===== src/hw/lolc_cfg.svh =====
// Constants for the loop oscillator lock controller
// Contract
// - Calibration hitting limit while locking flags out-of-bounds
// - Closed loop ready only after fine lock
// - Re-enable ignores stored fine value
// - Lose-lock-after-wake keeps lock after disable
// - PLL may report false unlocks, low reference
// - Bypass lets PLL clock pass while unlocked
// - Clock ready shows output activity only
// - On-the-fly ratio change leaves status clear
`ifndef LOLC_CFG_SVH
`define LOLC_CFG_SVH
// ---------------------------------------------------------------
// Register byte offsets
// ---------------------------------------------------------------
`define LOLC_A_FCTRLA  8'h00
`define LOLC_A_FCFGB   8'h04
`define LOLC_A_FMUL    8'h08
`define LOLC_A_FVAL    8'h0C
`define LOLC_A_PCTRL   8'h10
`define LOLC_A_PRATIO  8'h14
`define LOLC_A_STATUS  8'h18
`define LOLC_A_IFLAG   8'h1C
`define LOLC_A_ICLR    8'h20
`define LOLC_A_IEN     8'h24
// ---------------------------------------------------------------
// Field positions
// ---------------------------------------------------------------
`define LOLC_B_EN      0
`define LOLC_B_LOSE_LOCK_AFTER_WAKE    1
`define LOLC_B_CLOSED  0
`define LOLC_B_LBYP    1
`define LOLC_B_WUF     2
`define LOLC_B_FINE_LO 0
`define LOLC_B_CRS_LO  8
`define LOLC_I_CLOCK   0
`define LOLC_I_FLOCK   1
`define LOLC_I_BOUND   2
`define LOLC_I_FRDY    3
`define LOLC_I_PLOCK   4
`define LOLC_I_PUNLK   5
`define LOLC_I_RDONE   6
// ---------------------------------------------------------------
// Reset values and counts
// ---------------------------------------------------------------
`define LOLC_FINE_MID  8'h80
`define LOLC_CRS_MID   6'h20
`define LOLC_RATIO_RST 12'h000
`define LOLC_LOSE_LOCK_AFTER_WAKE_HOLD 8'h10
`define LOLC_RLD_TICKS 8'h04
`endif


===== src/hw/lolc_pkg.sv =====
// Types for the loop oscillator lock controller
package lolc_pkg;
   typedef enum logic [2:0] {
      FLL_OFF, FLL_OPEN, FLL_COARSE, FLL_FINE, FLL_LOCKED
   } lolc_fst_type;

   typedef struct packed {
      logic         ack;
      logic [31:0]  dat;
      logic [1:0]   err_a;
      logic [1:0]   err_b;
      logic         ftk_a;
      logic         ftk_b;
      logic         ftk_c;
      logic         ptk_a;
      logic         ptk_b;
      logic         ptk_c;
      logic         plk_a;
      logic         plk_b;
      logic         pact_a;
      logic         pact_b;
      logic         en;
      logic         lose_lock_after_wake;
      logic         closed;
      logic         was_en;
      logic [15:0]  mul;
      logic [5:0]   coarse;
      logic [7:0]   fine;
      lolc_fst_type fst;
      logic [1:0]   last_dir;
      logic         lock;
      logic         rdy;
      logic [7:0]   hold;
      logic         pen;
      logic         lbyp;
      logic         pll_wake_up_fast;
      logic         plock;
      logic         pll_clock_ready;
      logic         gate;
      logic [11:0]  ratio;
      logic [11:0]  ratio_out;
      logic         rpend;
      logic [7:0]   rcnt;
      logic         rstat;
      logic [6:0]   flag;
      logic [6:0]   ien;
      logic         irq;
   } lolc_state_type;
endpackage : lolc_pkg


===== src/hw/lolc_top.sv =====
// Lock and status logic for the frequency-locked loop and fractional PLL
//
// Chosen here: the register offsets and the Wishbone register port.
`timescale 1ns/1ns
`include "lolc_cfg.svh"

module lolc_top (
   input  wire logic        clk_i,          // 20 MHz bus clock
   input  wire logic        rst_i,          // Synchronous reset, high
   input  wire logic        cyc_i,          // Wishbone cycle
   input  wire logic        stb_i,          // Wishbone strobe
   input  wire logic        we_i,           // Wishbone write
   input  wire logic [7:0]  adr_i,          // Byte address
   input  wire logic [3:0]  sel_i,          // Byte enables
   input  wire logic [31:0] dat_i,          // Write data
   output logic      [31:0] dat_o,          // Read data
   output logic             ack_o,          // Wishbone acknowledge
   input  wire logic [1:0]  fll_err_i,      // Pin: [1] too slow, [0] too fast
   input  wire logic        fll_ref_i,      // Pin: FLL reference clock
   input  wire logic        pll_ref_i,      // Pin: PLL reference clock
   input  wire logic        pll_lock_raw_i, // Pin: PLL lock detector
   input  wire logic        pll_active_i,   // Pin: PLL output activity
   output logic             fll_en_o,       // FLL oscillator enable
   output logic      [5:0]  fll_coarse_o,   // Coarse calibration
   output logic      [7:0]  fll_fine_o,     // Fine calibration
   output logic             pll_en_o,       // PLL enable
   output logic             pll_gate_o,     // PLL output clock gate
   output logic      [11:0] pll_ratio_o,    // Active PLL ratio
   output logic             irq_o           // Level interrupt
);
   lolc_pkg::lolc_state_type s;
   lolc_pkg::lolc_state_type n;

   logic        req;
   logic        wr;
   logic        ftick;
   logic        ptick;
   logic [31:0] wm;
   logic [6:0]  ev;
   logic [31:0] rd;

   // ---------------------------------------------------------------
   // Bus decode and event sources
   // ---------------------------------------------------------------
   // Request taken once; ack drops the cycle after it is given
   assign req   = cyc_i && stb_i && !s.ack;
   assign wr    = req && we_i;
   assign ftick = s.ftk_b && !s.ftk_c;
   assign ptick = s.ptk_b && !s.ptk_c;
   assign wm    = {{8{sel_i[3]}}, {8{sel_i[2]}}, {8{sel_i[1]}}, {8{sel_i[0]}}};

   // Read mux; reserved bits read as zero
   always_comb
   begin
      rd = 32'h0000_0000;
      case (adr_i)
         `LOLC_A_FCTRLA: rd = {30'h0, s.lose_lock_after_wake, s.en};
         `LOLC_A_FCFGB:  rd = {31'h0, s.closed};
         `LOLC_A_FMUL:   rd = {16'h0, s.mul};
         `LOLC_A_FVAL:   rd = {18'h0, s.coarse, s.fine};
         `LOLC_A_PCTRL:  rd = {29'h0, s.pll_wake_up_fast, s.lbyp, s.pen};
         `LOLC_A_PRATIO: rd = {20'h0, s.ratio};
         `LOLC_A_STATUS: rd = {26'h0, s.rstat, s.rpend, s.pll_clock_ready, s.plock, s.rdy, s.lock};
         `LOLC_A_IFLAG:  rd = {25'h0, s.flag};
         `LOLC_A_IEN:    rd = {25'h0, s.ien};
         default:        rd = 32'h0000_0000;
      endcase
   end

   // ---------------------------------------------------------------
   // Next state
   // ---------------------------------------------------------------
   always_comb
   begin
      n      = s;
      ev     = 7'h00;
      n.ack  = req;
      n.dat  = req && !we_i ? rd : s.dat;

      // Two-flop synchronisers for every pin
      n.err_a  = fll_err_i;
      n.err_b  = s.err_a;
      n.ftk_a  = fll_ref_i;
      n.ftk_b  = s.ftk_a;
      n.ftk_c  = s.ftk_b;
      n.ptk_a  = pll_ref_i;
      n.ptk_b  = s.ptk_a;
      n.ptk_c  = s.ptk_b;
      n.plk_a  = pll_lock_raw_i;
      n.plk_b  = s.plk_a;
      n.pact_a = pll_active_i;
      n.pact_b = s.pact_a;

      // FLL control writes
      if (wr && adr_i == `LOLC_A_FCTRLA && sel_i[0])
      begin
         n.en   = dat_i[`LOLC_B_EN];
         n.lose_lock_after_wake = dat_i[`LOLC_B_LOSE_LOCK_AFTER_WAKE];
         if (dat_i[`LOLC_B_EN] && !s.en)
         begin
            n.was_en = 1'b1;
            // Stored fine value is lost on re-enable
            if (s.was_en)
               n.fine = `LOLC_FINE_MID;
            // A lock that outlived the disable skips the coarse search
            if (!s.closed)
               n.fst = lolc_pkg::FLL_OPEN;
            else if (s.lock)
               n.fst = lolc_pkg::FLL_FINE;
            else
               n.fst = lolc_pkg::FLL_COARSE;
         end
         if (!dat_i[`LOLC_B_EN] && s.en)
         begin
            n.fst  = lolc_pkg::FLL_OFF;
            n.rdy  = 1'b0;
            n.hold = `LOLC_LOSE_LOCK_AFTER_WAKE_HOLD;
            if (!dat_i[`LOLC_B_LOSE_LOCK_AFTER_WAKE])
               n.lock = 1'b0;
         end
      end
      if (wr && adr_i == `LOLC_A_FCFGB && sel_i[0])
         n.closed = dat_i[`LOLC_B_CLOSED];
      if (wr && adr_i == `LOLC_A_FMUL)
         n.mul = (s.mul & ~wm[15:0]) | (dat_i[15:0] & wm[15:0]);
      // Rewriting the value restores a fine start point
      if (wr && adr_i == `LOLC_A_FVAL && sel_i[1:0] == 2'b11)
      begin
         n.fine   = dat_i[`LOLC_B_FINE_LO +: 8];
         n.coarse = dat_i[`LOLC_B_CRS_LO +: 6];
      end

      // Lock held after disable until the hold runs out
      if (s.fst == lolc_pkg::FLL_OFF && s.lock && ftick)
      begin
         if (s.hold == 8'h00)
            n.lock = 1'b0;
         else
            n.hold = s.hold - 8'h01;
      end

      // FLL search on each reference edge
      // Held off in the cycle of a disable, which the search would undo
      if (ftick && n.en)
      begin
         case (s.fst)
            lolc_pkg::FLL_OPEN:
               n.rdy = 1'b1;
            lolc_pkg::FLL_COARSE:
               if (s.err_b == 2'b00 || (s.last_dir != 2'b00 && s.err_b != s.last_dir))
               begin
                  ev[`LOLC_I_CLOCK] = 1'b1;
                  n.fst = lolc_pkg::FLL_FINE;
                  n.last_dir = 2'b00;
               end
               else
               begin
                  n.last_dir = s.err_b;
                  if (s.err_b[1] && s.coarse != 6'h3F)
                     n.coarse = s.coarse + 6'h01;
                  if (s.err_b[0] && s.coarse != 6'h00)
                     n.coarse = s.coarse - 6'h01;
                  // Any touch of a limit raises the flag until software clears it
                  if (n.coarse == 6'h3F || n.coarse == 6'h00)
                     ev[`LOLC_I_BOUND] = 1'b1;
               end
            lolc_pkg::FLL_FINE:
               if (s.err_b == 2'b00 || (s.last_dir != 2'b00 && s.err_b != s.last_dir))
               begin
                  ev[`LOLC_I_FLOCK] = 1'b1;
                  n.fst  = lolc_pkg::FLL_LOCKED;
                  n.lock = 1'b1;
                  n.rdy  = 1'b1;
               end
               else
               begin
                  n.last_dir = s.err_b;
                  if (s.err_b[1] && s.fine != 8'hFF)
                     n.fine = s.fine + 8'h01;
                  if (s.err_b[0] && s.fine != 8'h00)
                     n.fine = s.fine - 8'h01;
                  if (n.fine == 8'hFF || n.fine == 8'h00)
                     ev[`LOLC_I_BOUND] = 1'b1;
               end
            lolc_pkg::FLL_LOCKED:
               n.rdy = 1'b1;
            default:
               n.rdy = s.rdy;
         endcase
      end
      ev[`LOLC_I_FRDY] = n.rdy && !s.rdy;

      // PLL control and status
      if (wr && adr_i == `LOLC_A_PCTRL && sel_i[0])
      begin
         n.pen  = dat_i[`LOLC_B_EN];
         n.lbyp = dat_i[`LOLC_B_LBYP];
         n.pll_wake_up_fast  = dat_i[`LOLC_B_WUF];
      end
      // Raw detector passes unfiltered, glitches and all
      n.plock = s.plk_b;
      ev[`LOLC_I_PLOCK] = s.plk_b && !s.plock;
      ev[`LOLC_I_PUNLK] = !s.plk_b && s.plock;
      // Activity only; says nothing of lock or frequency
      n.pll_clock_ready = s.pen && s.pact_b;
      // Bypass drops lock gating; wake-fast opens until clock ready
      n.gate = s.pen && (s.plock || s.lbyp || (s.pll_wake_up_fast && !s.pll_clock_ready));

      // Ratio reload
      if (wr && adr_i == `LOLC_A_PRATIO && sel_i[1:0] == 2'b11)
      begin
         n.ratio = dat_i[11:0];
         n.rstat = 1'b0;
         if (s.pen && s.plock)
         begin
            n.rpend = 1'b1;
            n.rcnt  = `LOLC_RLD_TICKS;
         end
         else
         begin
            n.ratio_out = dat_i[11:0];
            n.rstat     = 1'b1;
         end
      end
      else if (s.rpend && ptick)
      begin
         if (s.rcnt == 8'h00)
         begin
            // Completion flags the interrupt only, status stays clear
            n.rpend     = 1'b0;
            n.ratio_out = s.ratio;
            ev[`LOLC_I_RDONE] = 1'b1;
         end
         else
            n.rcnt = s.rcnt - 8'h01;
      end

      // Interrupt flags: set wins over clear
      if (wr && adr_i == `LOLC_A_IEN && sel_i[0])
         n.ien = dat_i[6:0];
      if (wr && adr_i == `LOLC_A_ICLR && sel_i[0])
         n.flag = s.flag & ~dat_i[6:0];
      n.flag = n.flag | ev;
      n.irq  = |(n.flag & n.ien);
   end

   // ---------------------------------------------------------------
   // State register
   // ---------------------------------------------------------------
   always_ff @(posedge clk_i)
   begin
      if (rst_i)
      begin
         s           <= '0;
         s.fst       <= lolc_pkg::FLL_OFF;
         s.coarse    <= `LOLC_CRS_MID;
         s.fine      <= `LOLC_FINE_MID;
         s.ratio     <= `LOLC_RATIO_RST;
         s.ratio_out <= `LOLC_RATIO_RST;
      end
      else
         s <= n;
   end

   // Outputs straight from the state register
   assign dat_o        = s.dat;
   assign ack_o        = s.ack;
   assign fll_en_o     = s.en;
   assign fll_coarse_o = s.coarse;
   assign fll_fine_o   = s.fine;
   assign pll_en_o     = s.pen;
   assign pll_gate_o   = s.gate;
   assign pll_ratio_o  = s.ratio_out;
   assign irq_o        = s.irq;
endmodule : lolc_top


===== config.mk =====
export PLATFORM = sky130hd
export DESIGN_NAME = lolc_top
export DESIGN_NICKNAME = d
export VERILOG_FILES = /design/src/hw/lolc_pkg.sv /design/src/hw/lolc_top.sv
export VERILOG_INCLUDE_DIRS = /design/src /design/src/hw
export SDC_FILE = /design/constraint.sdc
export NUM_CORES = 1
export LEC_CHECK = 0
export BUFFER_PORTS_ARGS = -buffer_cell sky130_fd_sc_hd__buf_2
export CAP_MARGIN = 20
export CORE_MARGIN = 3
export CORE_UTILIZATION = 57
export CTS_CLUSTER_SIZE = 25
export DETAILED_ROUTE_END_ITERATION = 8
export PLACE_DENSITY = 0.89
export SLEW_MARGIN = 5
export SYNTH_ARGS = -nofsm -noshare
export SYNTH_HDL_FRONTEND = slang
export SYNTH_SLANG_ARGS = --single-unit

===== constraint.sdc =====
create_clock -name clk_i -period 5 [get_ports clk_i]
set_input_delay 1.5 -clock clk_i [delete_from_list [all_inputs] [get_ports clk_i]]
set_output_delay 1.5 -clock clk_i [all_outputs]
set_load 0.03 [all_outputs]

Word-level counts from Yosys, hierarchy flattened
Index checks and enable logic that the tools add are counted.
{"block": "totals", "ff_bits": 151, "input_bits": 55, "output_inout_bits": 63, "wordCells": 211}
{"block": "op_classes", "addsub": 6, "n_eq_ne": 23, "muxes": 60, "n_bitwise": 8, "n_reduce_logical": 74}
{"op": "16-bit one-hot mux with 9 select lines", "n": 1}
{"op": "8-bit two-way mux", "n": 11}
{"op": "21-bit two-way mux", "n": 3}
{"op": "6-bit two-way mux", "n": 7}
{"op": "1-bit logical AND", "n": 39}
{"op": "16-bit AND", "n": 2}
{"op": "8-bit by 5-bit == test with 1-bit output, second input constant", "n": 4}
{"op": "8-bit zero test", "n": 4}
{"op": "8-bit by 1-bit subtractor with 8-bit output, second input constant", "n": 3}
{"op": "11-bit two-way mux", "n": 2}
{"op": "10-bit two-way mux", "n": 2}
{"op": "8-bit by 4-bit == test with 1-bit output, second input constant", "n": 2}
{"op": "8-bit by 6-bit == test with 1-bit output, second input constant", "n": 2}
{"op": "1-bit two-way mux", "n": 16}
{"op": "16-bit NOT", "n": 1}
{"op": "16-bit bitwise OR", "n": 1}
{"op": "7-bit AND", "n": 2}
{"op": "14-bit two-way mux", "n": 1}
{"op": "7-bit two-way mux", "n": 2}
{"op": "13-bit two-way mux", "n": 1}
{"op": "12-bit two-way mux", "n": 1}
{"op": "3-bit two-way mux", "n": 4}
{"op": "3-bit AND reduction", "n": 4}
{"op": "1-bit zero test", "n": 10}
{"op": "32 further kinds", "n": 46}

Logic depth before layout (Yosys ltp)
{"block": "depth", "ltp_word": 21, "ltp_mapped": 11, "depth_no_buf": 10}

Worst setup path before layout
OpenSTA, ideal clock, no wires.
{"block": "synth_path", "path_type": "input to register", "startpoint": "input adr_i[5]", "endpoint": "register s (netlist bit irq_o)", "setup_ns": 0.129, "arrival_ns": 3.894, "required_ns": 4.871, "slack_ns": 0.977, "path_stages": 9, "n_path_buf": 1, "path_cell_list": "or4_1 > buf_2 > or3_4 > or2_1 > a22o_1 > a2111oi_4 > nor4b_1 > a221oi_2 > o211ai_2"}
{"block": "synth_between", "elab_chain_cells": 19, "word_cells_on_any_way": 52, "cone_classes": "eq/ne (6); mux (26); bitwise (2); reduce/logical (18)"}
{"item": "start, declared", "line": "lolc_top.sv:13", "source": "input wire logic [7:0] adr_i,"}
{"item": "8-bit zero test"}
{"item": "1-bit logical AND (no source line)"}
{"item": "1-bit logical AND", "line": "lolc_top.sv:95", "source": "if (wr && adr_i == `LOLC_A_FCTRLA && sel_i[0])"}
{"item": "11-bit two-way mux", "line": "lolc_top.sv:95"}
{"item": "14-bit two-way mux", "line": "lolc_top.sv:127", "source": "if (wr && adr_i == `LOLC_A_FVAL && sel_i[1:0] == 2'b11)"}
{"item": "8-bit two-way mux", "line": "lolc_top.sv:178", "source": "if (s.err_b[1] && s.fine != 8'hFF)"}
{"item": "8-bit two-way mux", "line": "lolc_top.sv:180", "source": "if (s.err_b[0] && s.fine != 8'h00)"}
{"item": "8-bit two-way mux", "line": "lolc_top.sv:168", "source": "if (s.err_b == 2'b00 || (s.last_dir != 2'b00 && s.err_b != s.last_dir))"}
{"item": "[3 not listed]"}
{"item": "1-bit logical OR", "line": "lolc_top.sv:182", "source": "if (n.fine == 8'hFF || n.fine == 8'h00)"}
{"item": "1-bit two-way mux", "line": "lolc_top.sv:182"}
{"item": "1-bit two-way mux", "line": "lolc_top.sv:168"}
{"item": "1-bit one-hot mux with 2 select lines", "line": "lolc_top.sv:146", "source": "case (s.fst)"}
{"item": "3-bit two-way mux", "line": "lolc_top.sv:144", "source": "if (ftick && n.en)"}
{"item": "7-bit bitwise OR", "line": "lolc_top.sv:243", "source": "n.flag = n.flag | ev;"}
{"item": "7-bit AND (*)", "line": "lolc_top.sv:244", "source": "n.irq = |(n.flag & n.ien);"}
{"item": "7-bit OR reduction (*)", "line": "lolc_top.sv:244"}
{"item": "end signal, assigned", "line": "lolc_top.sv:262", "source": "s <= n;"}
{"item": "end, declared", "line": "lolc_top.sv:31", "source": "lolc_pkg::lolc_state_type s;"}
Every way passes the cells marked *; elsewhere a longest branch is shown, timed or not. The select of a mux whose other input is x is not followed.
A chain may end at the register's enable or synchronous reset.

Final worst setup path
Ends and elaborated chain as after synthesis.

==> flow_summary.json <==
{
  "die-width_um": 119,
  "routed_via_density": 6.29,
  "setup_viol": 0,
  "io_buffers": 83,
  "totalWireLength_um": 20100,
  "slew_violations": 0,
  "ctsHtreeMaxLevel": 4,
  "crit_required_ps": 5290,
  "cts.clk_slew.worst_paths_ps": 60,
  "pre_cts_slack_ps": 544,
  "ys_seq_area_share_pct": 36.9,
  "post-route-period-util_pct": 80.5,
  "max_slew_margin_pct": 47.2,
  "rsz0062_at_grt": "false",
  "seqCellArea_mm2": 0.00270,
  "diodes": 0,
  "fin_nets": 955,
  "cts_buffers": 17,
  "cpPeakStageDelay_ps": 690,
  "setup_tns_ps": 0,
  "grt_pass1_wl_um": 31600,
  "ys_ff_latch": 135,
  "dieArea_mm2": 0.0143,
  "core.rowCount": 40,
  "clock.fmax_mhz": 248,
  "criticalPathCategory": "in -> reg",
  "peakVddDrop_uv": 229,
  "drt_iter0_markers": 1010,
  "place.gp.congestion": 0.960,
  "holdBufCountCts": 0,
  "cp.arrival_ps": 4320,
  "worst_slack_ps": 974,
  "hold_class": "reg -> reg",
  "powerDensity_mw_per_mm2": 319,
  "crit_chain": "buf_2 -> or4_1 -> or3_4 -> or2_1 -> a22o_1 -> a2111oi_4 -> nor4b_1 -> a221oi_2 -> o211ai_2",
  "final_layout_size_suffix_gt1_share_pct": 17.6,
  "areaGrowthSynthToFinish_pct": 10.7,
  "startpoint_type": "input pin",
  "groute.usage.overall_pct": 27.6,
  "cts_tree": "built",
  "post_cts_resized": 0,
  "antenna_found_initial": 0,
  "netlist_area_mm2": 0.00733,
  "end_kind": "register",
  "start_util_pct": 59.5,
  "avgSynthCellArea_um2": 8.45,
  "cts.sinks": 135,
  "clock_skew_ps": 6.50,
  "outcome": "finished, final reports clean",
  "synth_edf_count": 0,
  "coreArea_mm2": 0.0123,
  "min_period_ps": 4030,
  "grt_overflow_total": 0,
  "multi_input_comb_area_mm2": 0.00398,
  "maxCapViolCount": 0,
  "p_leak_uw": 0.00305,
  "antenna_left": 0,
  "dr.pass1.iters": 7,
  "final_util_pct": 65.9,
  "synthCells": 868,
  "slowest_stage": "or4_1",
  "async_reset_ff_share_pct": 0,
  "cts.path.max_buffers": 2,
  "drc_errors": 0,
  "postCtsSetupBuffers": 0,
  "ios": 118,
  "die_y_um": 119,
  "tightest_slew_ps": 790,
  "hold_viol": 0,
  "grt_pass1_vias": 6104,
  "wl_per_cell_um": 18.8,
  "ys_types": 78,
  "path_max_fanout": 7,
  "n_fill_cell": 1011,
  "synthFlopType": "dfxtp_1",
  "hpwl_um": 13800,
  "grt_max_degree": 62,
  "vias": 6733,
  "insertion_delay_ps": 420,
  "yosys_warnings": 0,
  "cts_root_buf": "clkbuf_16"
}
synth_stat cells (all sizes together) (12+ instances only):
cell | number | area share (%)
dfxtp | 135 | 37
nor2 | 119 | 6.1
buf | 68 | 6.7
nand2 | 59 | 3.0
a21oi | 47 | 3.2
clkbuf | 41 | 2.1
mux2i | 37 | 5.1
o21ai | 34 | 2.3
nand3 | 26 | 1.8
a211oi | 25 | 2.6
nor2b | 25 | 2.1
nor4 | 19 | 2.5
a221oi | 17 | 2.1
nor3 | 17 | 1.3
inv | 15 | 0.77
a22oi | 12 | 1.2
path summary, 6_finish.rpt:
kind	cells past startpoint	slack, ps	to	from
setup / recovery	9	970	irq_o$_SDFF_PP0_	adr_i[5]
hold reg to reg	1	430	s[104]$_SDFF_PP0_	n[104]$_SDFF_PP0_
hold / removal	1	430	s[104]$_SDFF_PP0_	n[104]$_SDFF_PP0_
setup reg to reg	10	1410	irq_o$_SDFF_PP0_	fll_coarse_o[1]$_SDFF_PP0_
placed cells by master, fill, tap and decap left out, types with 17 or more instances in the layout:
cell type,count
clkbuf_16,17
nor2_1,119
nor2b_1,25
nand2_1,59
o21ai_0,34
a21oi_1,47
nand3_1,26
dfxtp_1,135
mux2i_1,37
a211oi_1,25
buf_2,82
metal layers:
| layer | GRT usage [%] | share of wire (%) | vias up |
|---|---|---|---|
| met5 | 0 | 0 | - |
| met4 | 13.2 | 4.5 | 0 |
| met3 | 6.36 | 8.4 | 78 |
| met2 | 43.7 | 46 | 377 |
| met1 | 35.6 | 41 | 3133 |
| li1 | - | - | 3145 |
cells by family (layout without fill, tap and decap cells):
kind of cell / Yosys count / count (layout) / share of synthesized area, %
fa+ha+maj: 10 / 10 / 1.71
flops: 135 / 135 / 36.9
mux: 42 / 42 / 5.82
simple gates: 336 / 336 / 24.3
xor+xnor: 12 / 12 / 1.43
other cells: 1 / 16 / 0.0512
compound gates: 207 / 207 / 20.2
buf+inv: 125 / 144 / 9.57
power breakdown:
group | leakage [µW] | switching [µW] | internal [µW]
registers | 0.00109 | 8.69 | 1090
clock network | 0.000300 | 472 | 871
logic | 0.00166 | 106 | 40.5
total | 0.00305 | 587 | 2000
worst max-delay path, delay by kind of cell:
| family | cells | cell delay (ps) |
|---|---|---|
| AND/OR/NAND/NOR | 4 | 1510 |
| buffers and inverters | 1 | 140 |
| AO/OA/AOI/OAI | 4 | 1150 |
cell type report:
type / instances / area share [%]
clock buffer: 20 / 5.75
clock inverter: 11 / 2.13
inverter: 16 / 0.740
multi-input combinational: 623 / 49.1
sequential: 135 / 33.3
tap: 168 / 2.59
timing repair buffer: 97 / 6.44
metrics by stage:
stage	cell area (µm²)	hold WS [ps]	std cells	power [µW]
after CTS	8120	435	1070	2590
final	8120	433	1070	2590
after global routing	8120	448	1070	2650
after detailed placement	7480	422	1039	1260
after global placement	7480	419	1039	1260
after floorplan	7390	414	883	1230
Note: power is estimated with default switching activity, not from simulation.
